## src/hdl/gauge_ctrl_pkg.sv

```systemverilog
package gauge_ctrl_pkg;

  // =====================================================
  // timing
  localparam int unsigned CLOCK_HZ = 100_000_000;
  localparam int unsigned DEBOUNCE_MS = 50;
  localparam int unsigned DEGAS_DELAY_S = 5;
  // least times: whole cycles, exact at this rate
  localparam int unsigned DEBOUNCE_CYCLES = (CLOCK_HZ / 1000) * DEBOUNCE_MS;
  localparam int unsigned DEGAS_DELAY_CYCLES = CLOCK_HZ * DEGAS_DELAY_S;

  // =====================================================
  // gauge indices and sizes
  localparam int GAUGES = 2;
  localparam int ION_GAUGE_ONE = 0;
  localparam int ION_GAUGE_TWO = 1;
  localparam int REMOTE_INPUTS = 4;

  // =====================================================
  // emission current, tenths of a milliampere
  localparam logic [7:0] EMISSION_LIMIT_TENTHS = 8'h28;

  // =====================================================
  // reset values
  localparam logic RESET_ON = 1'b0;
  localparam logic RESET_LOCK = 1'b1;
  localparam logic RESET_LEVEL = 1'b0;
  localparam logic [31:0] RESET_COUNT = 32'h0000_0000;

endpackage

```

## src/hdl/remote_input_filter.sv

```systemverilog
`timescale 1ns/100ps

module remote_input_filter
  import gauge_ctrl_pkg::*;
#(
  parameter int unsigned LIMIT = DEBOUNCE_CYCLES
) (
  input wire logic i_clk,
  input wire logic i_reset,
  input wire logic i_pin_n,
  output logic o_level,
  output logic o_fall
);

  // =====================================================
  // state
  typedef struct packed {
    logic meta;
    logic sync;
    logic level;
    logic fall;
    logic [31:0] count;
  } filter_state_type;

  filter_state_type state_q;
  filter_state_type state_d;

  always_comb begin
    state_d = state_q;
    state_d.fall = 1'b0;
    state_d.meta = i_pin_n;
    state_d.sync = state_q.meta;
    if (state_q.sync == state_q.level) begin
      state_d.count = RESET_COUNT;
    end else if (state_q.count >= LIMIT) begin
      // one more stable sample than the limit: strictly longer
      state_d.level = state_q.sync;
      state_d.fall = ~state_q.sync;
      state_d.count = RESET_COUNT;
    end else begin
      state_d.count = state_q.count + 32'h0000_0001;
    end
  end

  always_ff @(posedge i_clk or posedge i_reset) begin
    if (i_reset) begin
      state_q <= '{meta: RESET_LEVEL, sync: RESET_LEVEL, level: RESET_LEVEL,
                   fall: 1'b0, count: RESET_COUNT};
    end else begin
      state_q <= state_d;
    end
  end

  assign o_level = state_q.level;
  assign o_fall = state_q.fall;

endmodule // remote_input_filter

```

## src/hdl/remote_gauge_control.sv

```systemverilog
`timescale 1ns/100ps

module remote_gauge_control
  import gauge_ctrl_pkg::*;
#(
  parameter int unsigned DEBOUNCE_LIMIT = DEBOUNCE_CYCLES,
  parameter int unsigned DEGAS_DELAY = DEGAS_DELAY_CYCLES
) (
  input wire logic i_clk,
  input wire logic i_reset,
  // remote_control_connector pins, active low, asynchronous
  input wire logic [1:0] i_remote_gauge_n,
  input wire logic [1:0] i_remote_degas_n,
  // front panel key pulses, one cycle, same clock
  input wire logic [1:0] i_key_gauge,
  input wire logic [1:0] i_key_degas,
  input wire logic [1:0] i_key_source_select,
  input wire logic i_key_keyboard,
  input wire logic i_emission_current_key,
  input wire logic i_key_other_function,
  // measurement side, same clock
  input wire logic [1:0] i_below_degas_limit,
  input wire logic [1:0] i_gauge_fault,
  input wire logic [3:0] i_pressure_band,
  input wire logic i_single_electrometer,
  output logic [1:0] o_gauge_on,
  output logic [1:0] o_degas_on,
  output logic [1:0] o_status_relay,
  output logic [1:0] o_display_thermal,
  output logic [1:0] o_ion_indicator,
  output logic [1:0] o_thermal_indicator,
  output logic [1:0] o_display_blank,
  output logic o_keypad_mode,
  output logic o_emission_display,
  output logic [7:0] o_emission_one_tenths,
  output logic [7:0] o_emission_two_tenths
);

  // =====================================================
  // remote input filters: [1:0] gauge, [3:2] degas
  logic [REMOTE_INPUTS-1:0] pins_n;
  logic [REMOTE_INPUTS-1:0] level;
  logic [REMOTE_INPUTS-1:0] fall;

  assign pins_n = {i_remote_degas_n, i_remote_gauge_n};

  genvar g;
  generate
    for (g = 0; g < REMOTE_INPUTS; g++) begin : gen_filter
      remote_input_filter #(
        .LIMIT(DEBOUNCE_LIMIT)
      ) u_filter (
        .i_clk(i_clk),
        .i_reset(i_reset),
        .i_pin_n(pins_n[g]),
        .o_level(level[g]),
        .o_fall(fall[g])
      );
    end
  endgenerate

  // =====================================================
  // state
  typedef struct packed {
    logic [1:0] gauge_on;
    logic [1:0] degas_on;
    logic [REMOTE_INPUTS-1:0] lock;
    logic [1:0][31:0] on_time;
    logic [1:0] thermal_sel;
    logic keypad;
    logic emission_disp;
    logic [1:0] relay;
    logic [1:0] disp_thermal;
    logic [1:0] ion_led;
    logic [1:0] thermal_led;
    logic [1:0] blank;
    logic [1:0][7:0] emission;
  } ctrl_state_type;

  ctrl_state_type state_q;
  ctrl_state_type state_d;

  // =====================================================
  // next state
  always_comb begin
    logic [1:0] gauge_req;
    logic [1:0] degas_req;
    logic [1:0] gauge_ok;
    logic [1:0] degas_ok;
    logic [1:0] remote_degas_ok;
    logic [1:0] band;
    gauge_req = 2'h0;
    degas_req = 2'h0;
    gauge_ok = 2'h0;
    degas_ok = 2'h0;
    remote_degas_ok = 2'h0;
    band = 2'h0;
    state_d = state_q;

    for (int i = 0; i < GAUGES; i++) begin
      // permission sampled in the cycle the filtered edge arrives
      gauge_ok[i] = 1'b1;
      if (i == ION_GAUGE_TWO && i_single_electrometer && !state_q.gauge_on[ION_GAUGE_TWO] &&
          state_q.gauge_on[ION_GAUGE_ONE]) begin
        gauge_ok[i] = 1'b0;
      end
      // degas may start only while the other gauge is not degassing
      degas_ok[i] = state_q.degas_on[i] ||
                    (state_q.gauge_on[i] && i_below_degas_limit[i] &&
                     !state_q.degas_on[1-i]);
      remote_degas_ok[i] = degas_ok[i] && (state_q.degas_on[i] ||
                           state_q.on_time[i] >= DEGAS_DELAY);

      // low level only, edge not yet spent
      if (fall[i] && !state_q.lock[i] && gauge_ok[i]) begin
        gauge_req[i] = 1'b1;
        state_d.lock[i] = 1'b1;
      end
      if (fall[i+2] && !state_q.lock[i+2] && remote_degas_ok[i]) begin
        degas_req[i] = 1'b1;
        state_d.lock[i+2] = 1'b1;
      end
      // same-cycle key and remote count as one press
      if (i_key_gauge[i] && gauge_ok[i]) begin
        gauge_req[i] = 1'b1;
      end
      if (i_key_degas[i] && degas_ok[i]) begin
        degas_req[i] = 1'b1;
      end
    end

    // lockout released once a settled high is seen
    for (int k = 0; k < REMOTE_INPUTS; k++) begin
      if (level[k]) begin
        state_d.lock[k] = 1'b0;
      end
    end

    for (int i = 0; i < GAUGES; i++) begin
      if (gauge_req[i]) begin
        state_d.gauge_on[i] = ~state_q.gauge_on[i];
      end
      if (i_gauge_fault[i]) begin
        state_d.gauge_on[i] = 1'b0;
      end
      if (degas_req[i]) begin
        state_d.degas_on[i] = ~state_q.degas_on[i];
      end
      // degas cannot outlive its gauge
      if (!state_d.gauge_on[i]) begin
        state_d.degas_on[i] = 1'b0;
      end

      // on time since switch on, saturates at the delay
      if (!state_d.gauge_on[i] || !state_q.gauge_on[i]) begin
        state_d.on_time[i] = RESET_COUNT;
      end else if (state_q.on_time[i] < DEGAS_DELAY) begin
        state_d.on_time[i] = state_q.on_time[i] + 32'h0000_0001;
      end

      if (i_key_source_select[i]) begin
        state_d.thermal_sel[i] = ~state_q.thermal_sel[i];
      end
    end

    // keypad and emission display
    if (i_key_keyboard) begin
      state_d.keypad = ~state_q.keypad;
      state_d.emission_disp = 1'b0;
    end else if (state_q.keypad && i_emission_current_key) begin
      state_d.emission_disp = 1'b1;
    end else if (state_q.keypad && i_key_other_function) begin
      state_d.emission_disp = 1'b0;
    end

    // registered views, derived from the next state
    for (int i = 0; i < GAUGES; i++) begin
      band = i_pressure_band[2*i +: 2];
      state_d.relay[i] = state_d.gauge_on[i];
      // an off ion gauge always falls back to the thermal reading
      state_d.disp_thermal[i] = state_d.thermal_sel[i] || !state_d.gauge_on[i];
      state_d.ion_led[i] = !state_d.disp_thermal[i];
      state_d.thermal_led[i] = state_d.disp_thermal[i];
      state_d.blank[i] = state_d.keypad && !state_d.emission_disp;
      // higher pressure bands halve the current below the limit
      state_d.emission[i] = state_d.gauge_on[i] ?
                            (EMISSION_LIMIT_TENTHS >> band) : 8'h00;
    end
  end

  // =====================================================
  // registers
  always_ff @(posedge i_clk or posedge i_reset) begin
    if (i_reset) begin
      state_q <= '0;
      state_q.lock <= {REMOTE_INPUTS{RESET_LOCK}};
      state_q.gauge_on <= {GAUGES{RESET_ON}};
      state_q.degas_on <= {GAUGES{RESET_ON}};
      state_q.disp_thermal <= 2'h3;
      state_q.thermal_led <= 2'h3;
    end else begin
      state_q <= state_d;
    end
  end

  // =====================================================
  // outputs, all straight from flip-flops
  assign o_gauge_on = state_q.gauge_on;
  assign o_degas_on = state_q.degas_on;
  assign o_status_relay = state_q.relay;
  assign o_display_thermal = state_q.disp_thermal;
  assign o_ion_indicator = state_q.ion_led;
  assign o_thermal_indicator = state_q.thermal_led;
  assign o_display_blank = state_q.blank;
  assign o_keypad_mode = state_q.keypad;
  assign o_emission_display = state_q.emission_disp;
  assign o_emission_one_tenths = state_q.emission[ION_GAUGE_ONE];
  assign o_emission_two_tenths = state_q.emission[ION_GAUGE_TWO];

endmodule // remote_gauge_control

```

## config.mk

```make
export PLATFORM = sky130hd
export DESIGN_NAME = remote_gauge_control
export DESIGN_NICKNAME = d
export VERILOG_FILES = /design/src/hdl/gauge_ctrl_pkg.sv /design/src/hdl/remote_input_filter.sv /design/src/hdl/remote_gauge_control.sv
export SDC_FILE = /design/constraint.sdc
export NUM_CORES = 1
export LEC_CHECK = 0
export ABC_CLOCK_PERIOD_IN_PS = 15200
export BUFFER_PORTS_ARGS = -buffer_cell sky130_fd_sc_hd__buf_2
export CAP_MARGIN = 20
export CORE_MARGIN = 4
export CORE_UTILIZATION = 25
export DETAILED_ROUTE_END_ITERATION = 8
export PLACE_DENSITY = 0.5
export SKIP_LAST_GASP = 1
export SLEW_MARGIN = 30
export SYNTH_ARGS = -nofsm -noshare
export SYNTH_HDL_FRONTEND = slang
export SYNTH_SLANG_ARGS = --single-unit
```

## constraint.sdc

```tcl
create_clock -name i_clk -period 15.2 [get_ports i_clk]
set_input_delay 4.56 -clock i_clk [delete_from_list [all_inputs] [get_ports i_clk]]
set_output_delay 4.56 -clock i_clk [all_outputs]
set_load 0.005 [all_outputs]
```

# Word level (Yosys, flattened, before mapping)
# Index checks and enable logic that the tools add are counted.
# classes
addsub	6
order_cmp	8
n_eq_ne	6
shift	2
muxes	53
bitwise	15
reduce_logical	52
# op_table
cell	n
$mux 32	12
$add 32x1->32 const B	6
$ge 32x23->1 const B	4
$ge 32x29->1 const B	2
$lt 32x29->1 const B	2
$mux 1	39
$logic_and 1x1->1	21
$mux 8	2
$shr 6x2->8 const A	2
$not 1->1	15
$logic_not 1->1	13
$reduce_bool 2->1	6
$logic_or 1x1->1	8
$reduce_and 2->1	4
$eq 1x1->1	4
$ne 2x1->1 const B	2
# word_totals
ff_bits	241
out_inout_bits	32
word_cells	179

# Longest topological paths before layout
# Gate-level depths: netlist of the first run.
# depth
ltp_word	12
mapped_depth	8
mapped_depth_nobuf	6

# Hierarchy
# Synthesis of the first run repeated with hierarchy kept, for this count alone.
# unflattened
hier_cells	1174
hier_area_um2	11791.3
# by_module_without_submodules
module	instances	cells_each	area_each_um2	seq_area_each_um2
remote_input_filter	4	154	1631.6	900.9
remote_gauge_control	1	558	5265.0	2334.7

# Worst setup path after synthesis of the first run
# OpenSTA, ideal clock, no wires.
# synth_path
path_kind	input-to-reg
from	input i_key_gauge[0]
to	register state_q[47] in the netlist's numbering
setup_time_ns	0.079
t_arrival_ns	5.808
setup_slack_ns	9.313
path_stages	5
path_cell_list	nor4b_2 clkbuf_1 buf_2 nand2_1 mux2i_1
# synth_via
elab_chain_len	6
word_cells_on_any_way	7
classes_between	4 x mux; 3 x reduce/logical
# synth_rtl
element	line	rtl
start, declared	remote_gauge_control.sv:15	input wire logic [1:0] i_key_gauge,
$mux 1 *	remote_gauge_control.sv:124	if (i_key_gauge[i] && gauge_ok[i]) begin
$mux 1 *	remote_gauge_control.sv:140	if (gauge_req[i]) begin
$mux 1 *	remote_gauge_control.sv:143	if (i_gauge_fault[i]) begin
$logic_not 1->1 *	remote_gauge_control.sv:155	if (!state_d.gauge_on[i] || !state_q.gauge_on[i]) begin
$logic_or 1x1->1 *	remote_gauge_control.sv:155	
$mux 32 / $reduce_bool 2->1 (equally long branches)	--	
end signal, assigned	remote_gauge_control.sv:202	state_q <= state_d;
end, declared	remote_gauge_control.sv:80	ctrl_state_type state_q;
# Every way passes the cells marked *; elsewhere a longest branch is shown, timed or not.
# A chain may end at the register's enable or synchronous reset.

==> impl_results.md, run 1 <==
- Initial antenna violation count: 2
- EDFF count, synth: 0
- Setup Fix Bufs, Post-CTS: 0
- Fin Setup TNS: 0 ns
- Max VDD drop: 90.7 µV
- Total CTS buffers: 28
- Clock sink total: 237
- Max_slew headroom: 38.8%
- Crit. Startpoint: o_status_relay[0]$_DFF_PP0_
- R2R setup slack: 12.77 ns
- DR pass1 iterations: 4
- Global Route Usage Sum: 10.2%
- Synth top area share: 50.3%
- Min-Delay Startpoint: gen_filter[0].u_filter.state_d[34]$_DFF_PP0_
- Vias: 8475
- H-tree depth: 1
- Global-route wire length before repair: 43.0 mm
- RSZ-0062 raised after global routing: no
- Post-layout min period: 6.00 ns
- Cell Area, Synth: 11500 µm²
- Drc violations: 0
- Iter 0 DRT Violations: 444
- PD cells: 109 nW/µm²
- Startpoint Class: register
- Area of the multi-input gates: 5170 µm²
- Final Cycle Share: 39.5%
- Die Y: 222 µm
- Post-place setup slack: 8.98 ns
- WP data required: 10.64 ns
- Clk_skew: 0.00926 ns
- Total grt overflow: 0
- Largest net degree at the start of global routing: 104
- # fillers: 4659
- Worst path cell trace: buf_2
- Post-Route WL: 25.8 mm
- Post-cts hold buffer count: 0
- Most frequent cell after synthesis: dfrtp_1
- Critical Path End Type: output pin
- Final Setup Violations: 0
- Min Hold Slack: 0.348 ns
- Yosys warning count: 0
- Number of buffers added on ports: 51
- Vias in the first global route: 8127
- Slew Limit Fails: 0
- Async SR Flop Fraction: 100%
- Non-Filler Instances: 1803
- Cells on worst reg2reg path: 6
- Tightest Pin Transition: 0.912 ns
- Vias/cell: 4.70
- IO Pins: 56
- Area Overhead vs Synth: 16.4%
- Full die area: 49400 µm²
- Worst skew pair latency: 0.54 ns
- Cell type with the largest total area after synthesis: dfrtp_1
- List of most frequent post-synthesis cells: dfrtp_1 (231), nand2_1 (83), nor4_1 (79), nor2_1 (62), nand3_1 (59)
- FF+latch area: 5940 µm²
- Clock slew at reported path FFs: 0.06 ns
- Crit path DAT: 1.44 ns
- Layout cells sized above 1: 12.2%
- RD Place Congestion: 0.773
- Yosys cell types: 75
- Highest Clock Rate: 0.167 GHz
- Top Family by Delay on Critical Path: flip-flops
- Post-Route Utilization: 29.4%
- Worst hold path class: reg -> reg
- Antenna Violating Nets Remaining: 0
- Leakage power: 5.35 nW
- Final setup margin: 9.20 ns
- Dominant cells by area after synthesis: dfrtp_1 (50%), nor4_1 (4.3%), xor2_1 (3.6%)
- Worst path slowest cell: dfrtp_1
- Max clock buf depth: 3
- Sequential cell area fraction in the yosys report: 51.7%
- CTS tree: yes
- Setup Crit Path Kind: reg -> out
- Row cnt: 78
- # nets final: 1216
- WL per Instance: 14.3 µm
- Yosys reg bits: 237
- Placed instance count: 1749
- Setup crit end: o_gauge_on[0]
- Cell Area, Placed: 12300 µm²
- Critical path peak fanout: 10
- CORE AREA: 45400 µm²
- Final hold violation count: 0
- Primary FF master, synth: dfrtp_1
- Syn avg cell area: 10.2 µm²
- Crit path buffers/inverters: 1
- Max incr delay on CP: 0.69 ns
- Outcome: finished clean
- Final Cell Area: 13400 µm²
- Cells after Synth: 1126
- DP Wirelength: 16.7 mm
- Reg2Reg Launch Point: state_q[84]$_DFFE_PP0P_
- Maxcap violations: 0
- Chip width: 222 µm
- Crit. path cell count: 1
- Clk root buf: clkbuf_16
- Total power: 1.45 mW
- CTS resizes: 0
- Reg2reg end: state_q[97]$_DFFE_PP1P_
- Initial Utilization: 25.3%
## power by group
group | total (mW) | internal [mW] | switching (mW)
clock | 0.732 | 0.456 | 0.275
combinational | 0.0619 | 0.0205 | 0.0414
sequential | 0.660 | 0.650 | 0.0107
## cells in the final DEF (no fill, tap or decap), types with 4 or more instances in the layout
master     Yosys  final
clkbuf_16      0     28
nand3_2        2      4
conb_1         1     40
nand2b_1      14     14
nand2_1       83     83
xnor2_1       41     41
dfrtp_1      231    231
o211a_1        5      5
nor3_1        40     40
nand4_1       30     30
or4_1         31     31
nor2b_1        6      6
buf_4         31      9
o21a_1         5      5
nor2_1        62     62
or3_1         11     11
nor3b_1        5      5
and3_1        32     32
nor4_1        79     78
o31ai_1       30     30
inv_1         36     35
mux2i_1       16     16
buf_2          7     52
bufinv_16      0      6
and4_1        12     12
and2_1        17     17
a21oi_1       46     46
a211o_1        6      6
nand3_1       59     57
nor4b_1        5      5
o211ai_1       4      4
xor2_1        47     47
clkinv_2       0      7
ha_1          12     12
o21ai_0       21     20
dfstp_2        6      6
## cell type report
class                   instances  share of cell area [%]
flip-flops and latches        237                    44.4
multi-input cells             815                    38.7
well taps                     600                    5.62
clock buffers                  32                    5.58
repair buffers                 62                    2.54
clock inverters                19                    2.07
inverters                      36                    1.07
diodes                          2                  0.0374
## routing by layer
metal | track usage (%) | wire (µm)
met5 | 0 | 0
met4 | 2.78 | 459
met3 | 1.97 | 1070
met2 | 16.4 | 12100
met1 | 14.1 | 12200
## registers in the layout, summed over array words and instances, names as in the netlist
signal                       cells
o_display_blank                  1
o_ion_indicator                  2
o_emission_two_tenths            6
o_keypad_mode                    1
o_status_relay                   2
o_thermal_indicator              2
o_emission_display               1
o_emission_one_tenths            6
gen_filter.u_filter.o_level      4
state_q                         70
gen_filter.u_filter.state_d      4
o_degas_on                       2
gen_filter.u_filter.state_q    132
gen_filter.u_filter.o_fall       4
## cells by family (layout without fill, tap and decap cells)
| family | count (synthesis) | after routing | share of synthesized area (%) |
|---|---|---|---|
| adder cells (fa/ha/maj) | 12 | 12 | 1.31 |
| other | 1 | 42 | 0.0327 |
| multiplexers | 17 | 17 | 1.49 |
| AO/OA/AOI/OAI | 154 | 154 | 9.35 |
| buffers and inverters | 113 | 149 | 4.85 |
| AND/OR/NAND/NOR | 504 | 504 | 24.5 |
| XOR/XNOR | 88 | 88 | 6.71 |
| flip-flops | 237 | 237 | 51.7 |
## worst min-delay path by stage
| stage | cells past startpoint | endpoint |
|---|---|---|
| 2_1_floorplan | 0 | gen_filter[0].u_filter.state_q[34]$_DFF_PP0_ |
| 3_3_place_gp | 0 | gen_filter[3].u_filter.state_q[34]$_DFF_PP0_ |
| 3_5_place_dp | 0 | gen_filter[0].u_filter.state_q[34]$_DFF_PP0_ |
| 4_1_cts | 0 | gen_filter[0].u_filter.state_q[34]$_DFF_PP0_ |
| 5_1_grt | 0 | gen_filter[0].u_filter.state_q[34]$_DFF_PP0_ |
| 6_report | 0 | gen_filter[0].u_filter.state_q[34]$_DFF_PP0_ |
Power figures use the tool's default switching activity.
==> run 2: changes to the inputs <==
--- a/config.mk
+++ b/config.mk
@@ -5,7 +5,7 @@
 export SDC_FILE = /design/constraint.sdc
 export NUM_CORES = 1
 export LEC_CHECK = 0
-export ABC_CLOCK_PERIOD_IN_PS = 15200
+export ABC_CLOCK_PERIOD_IN_PS = 6000
 export BUFFER_PORTS_ARGS = -buffer_cell sky130_fd_sc_hd__buf_2
 export CAP_MARGIN = 20
 export CORE_MARGIN = 4
==> constraint.sdc (replaced) <==
create_clock -name i_clk -period 6 [get_ports i_clk]
set_input_delay 1.8 -clock i_clk [delete_from_list [all_inputs] [get_ports i_clk]]
set_output_delay 1.8 -clock i_clk [all_outputs]
set_load 0.005 [all_outputs]
==> run 2 against run 1 <==
Non-clock buffer count grew 1. Routed wire length shrank 1.3%. Largest power group unchanged. Sequential share of layout area grew 0.18 points. Die area is the same. Via count shrank 0.35%. Combinational power grew to 2.5 times the previous value. Worst setup slack lost 6.4 ns. Power grew 140%. Critical path depth is the same. Register-to-register slack lost 9.3 ns. Sequential power grew to 2.5 times the previous value.
==> impl_results.md, run 2 (synthesis results as in run 1) <==
- Die Y: 222 µm (unchanged)
- Worst path cell trace: buf_2
- Min Hold Slack: 0.358 ns (+0.00938 ns)
- Final Cycle Share: 54.2%
- Iter 0 DRT Violations: 489 (+10%)
- Initial antenna violation count: 6 (+4)
- Cells on worst reg2reg path: 5 (-1)
- Area Overhead vs Synth: 15.9%
- Reg2Reg Launch Point: state_q[51]$_DFFE_PP0P_
- Setup Fix Bufs, Post-CTS: 0 (unchanged)
- CTS resizes: 0 (unchanged)
- Final hold violation count: 0 (unchanged)
- Most common cell after layout, fill and taps aside: dfrtp_1
- Vias/cell: 4.69 (-0.24%)
- Startpoint Class: register
- Full die area: 49400 µm² (unchanged)
- PD cells: 265 nW/µm² (+140%)
- Top Family by Delay on Critical Path: flip-flops
- Clock sink total: 237 (unchanged)
- Initial Utilization: 25.3% (unchanged)
- DP Wirelength: 16.2 mm (-2.9%)
- Max clock buf depth: 3 (unchanged)
- Outcome: finished clean
- Crit path buffers/inverters: 1 (unchanged)
- Worst hold path class: reg -> reg
- H-tree depth: 1 (unchanged)
- Top reg by flops: gen_filter.u_filter.state_q
- Leakage power: 5.32 nW (-0.64%)
- Max_slew headroom: 37.5% (-1.3 points)
- Highest Clock Rate: 0.307 GHz
- Reg2reg end: state_q[51]$_DFFE_PP0P_
- # nets final: 1216 (unchanged)
- Placed instance count: 1750 (+0.057%)
- Largest net degree at the start of global routing: 120 (+15%)
- R2R setup slack: 3.51 ns (-9.26 ns)
- Worst path slowest cell: dfrtp_1
- RSZ-0062 raised after global routing: no
- Drc violations: 0 (unchanged)
- Number of buffers added on ports: 51 (unchanged)
- Critical path peak fanout: 10 (unchanged)
- Crit. path cell count: 1 (unchanged)
- Clk_skew: 0.0100 ns (+0.000750 ns)
- Post-cts hold buffer count: 0 (unchanged)
- Total grt overflow: 0 (unchanged)
- Max incr delay on CP: 0.70 ns (about the same)
- Final Setup Violations: 0 (unchanged)
- DR pass1 iterations: 5 (+1)
- Setup Crit Path Kind: reg -> out
- Chip width: 222 µm (unchanged)
- IO Pins: 56 (unchanged)
- Tightest Pin Transition: 0.937 ns (+0.0249 ns)
- Clk root buf: clkbuf_16
- Global Route Usage Sum: 10.1% (-0.058 points)
- Vias in the first global route: 8110 (-0.21%)
- Max reg flops: 132 (unchanged)
- Most frequent cells in the layout: dfrtp_1 (231), nand2_1 (83), nor4_1 (78)
- WP data required: 4.20 ns (-6.44 ns)
- Crit. Startpoint: o_status_relay[0]$_DFF_PP0_
- Non-Filler Instances: 1801 (-0.11%)
- # diodes: 0 (-2)
- Crit path DAT: 1.45 ns (about the same)
- CORE AREA: 45400 µm² (unchanged)
- Clock slew at reported path FFs: 0.06 ns (about the same)
- Regs by FF count: gen_filter.u_filter.state_q x132, state_q x70
- Worst skew pair latency: 0.54 ns (about the same)
- Row cnt: 78 (unchanged)
- Total CTS buffers: 27 (-3.6%)
- WL per Instance: 14.2 µm (-1.2%)
- Fin Setup TNS: 0 ns (unchanged)
- Antenna Violating Nets Remaining: 0 (unchanged)
- Setup crit end: o_gauge_on[0]
- Slew Limit Fails: 0 (unchanged)
- Global-route wire length before repair: 42.6 mm (-1.0%)
- CTS tree: yes
- Max VDD drop: 131 µV (+44%)
- RD Place Congestion: 0.745 (-3.6%)
- Vias: 8445 (-0.35%)
- Post-Route WL: 25.5 mm (-1.3%)
- # fillers: 4713 (+1.2%)
- Maxcap violations: 0 (unchanged)
- Post-layout min period: 3.25 ns
- Layout cells sized above 1: 11.9% (-0.25 points)
- Critical Path End Type: output pin
run 2: through the flow:
| step | util, % | setup slack [ns] | power, mW | cell area, µm² |
|---|---|---|---|---|
| 2_1_floorplan | - | 1.10 | 1.81 | 11600 |
| 3_3_place_gp | 27.2 | 2.61 | 1.86 | 12300 |
| 4_1_cts | 29.3 | 2.65 | 3.61 | 13300 |
| 5_1_grt | 29.3 | 2.64 | 3.70 | 13300 |
| 3_5_place_dp | 27.2 | 2.65 | 1.87 | 12300 |
| 6_report | 29.3 | 2.75 | 3.53 | 13300 |
run 2: worst min path at each step:
stage                                                 startpoint                                            to  slack, ns  depth (start not counted)
detailed placement  gen_filter[2].u_filter.state_d[34]$_DFF_PP0_  gen_filter[2].u_filter.state_q[34]$_DFF_PP0_       0.35                          0
global placement    gen_filter[2].u_filter.state_d[34]$_DFF_PP0_  gen_filter[2].u_filter.state_q[34]$_DFF_PP0_       0.35                          0
floorplan           gen_filter[0].u_filter.state_d[34]$_DFF_PP0_  gen_filter[0].u_filter.state_q[34]$_DFF_PP0_       0.33                          0
global route        gen_filter[0].u_filter.state_d[34]$_DFF_PP0_  gen_filter[0].u_filter.state_q[34]$_DFF_PP0_       0.37                          0
CTS                 gen_filter[2].u_filter.state_d[34]$_DFF_PP0_  gen_filter[2].u_filter.state_q[34]$_DFF_PP0_       0.36                          0
finish              gen_filter[2].u_filter.state_d[34]$_DFF_PP0_  gen_filter[2].u_filter.state_q[34]$_DFF_PP0_       0.36                          0
run 2: report_power, final:
part | switching [mW] | internal, mW
Combinational | 0.102 | 0.0552
Sequential | 0.0292 | 1.65
Clock | 0.669 | 1.03
run 2: layer usage:
metal / vias up / track usage (%) / part of all wire (%)
li1: 4150 / - / -
met3: 38 / 1.69 / 3.6
met1: 4137 / 14.2 / 48
met4: 6 / 3.48 / 2.6
met5: - / 0 / 0.20
met2: 114 / 15.9 / 46
run 2: cell type report:
cell class	instances	area [µm²]	share of cell area (%)
clock buffers	36	769	5.78
clock inverters	14	158	1.18
inverters	36	139	1.04
multi-input cells	815	5160	38.8
flip-flops and latches	237	5940	44.6
well taps	600	751	5.64
repair buffers	63	390	2.93
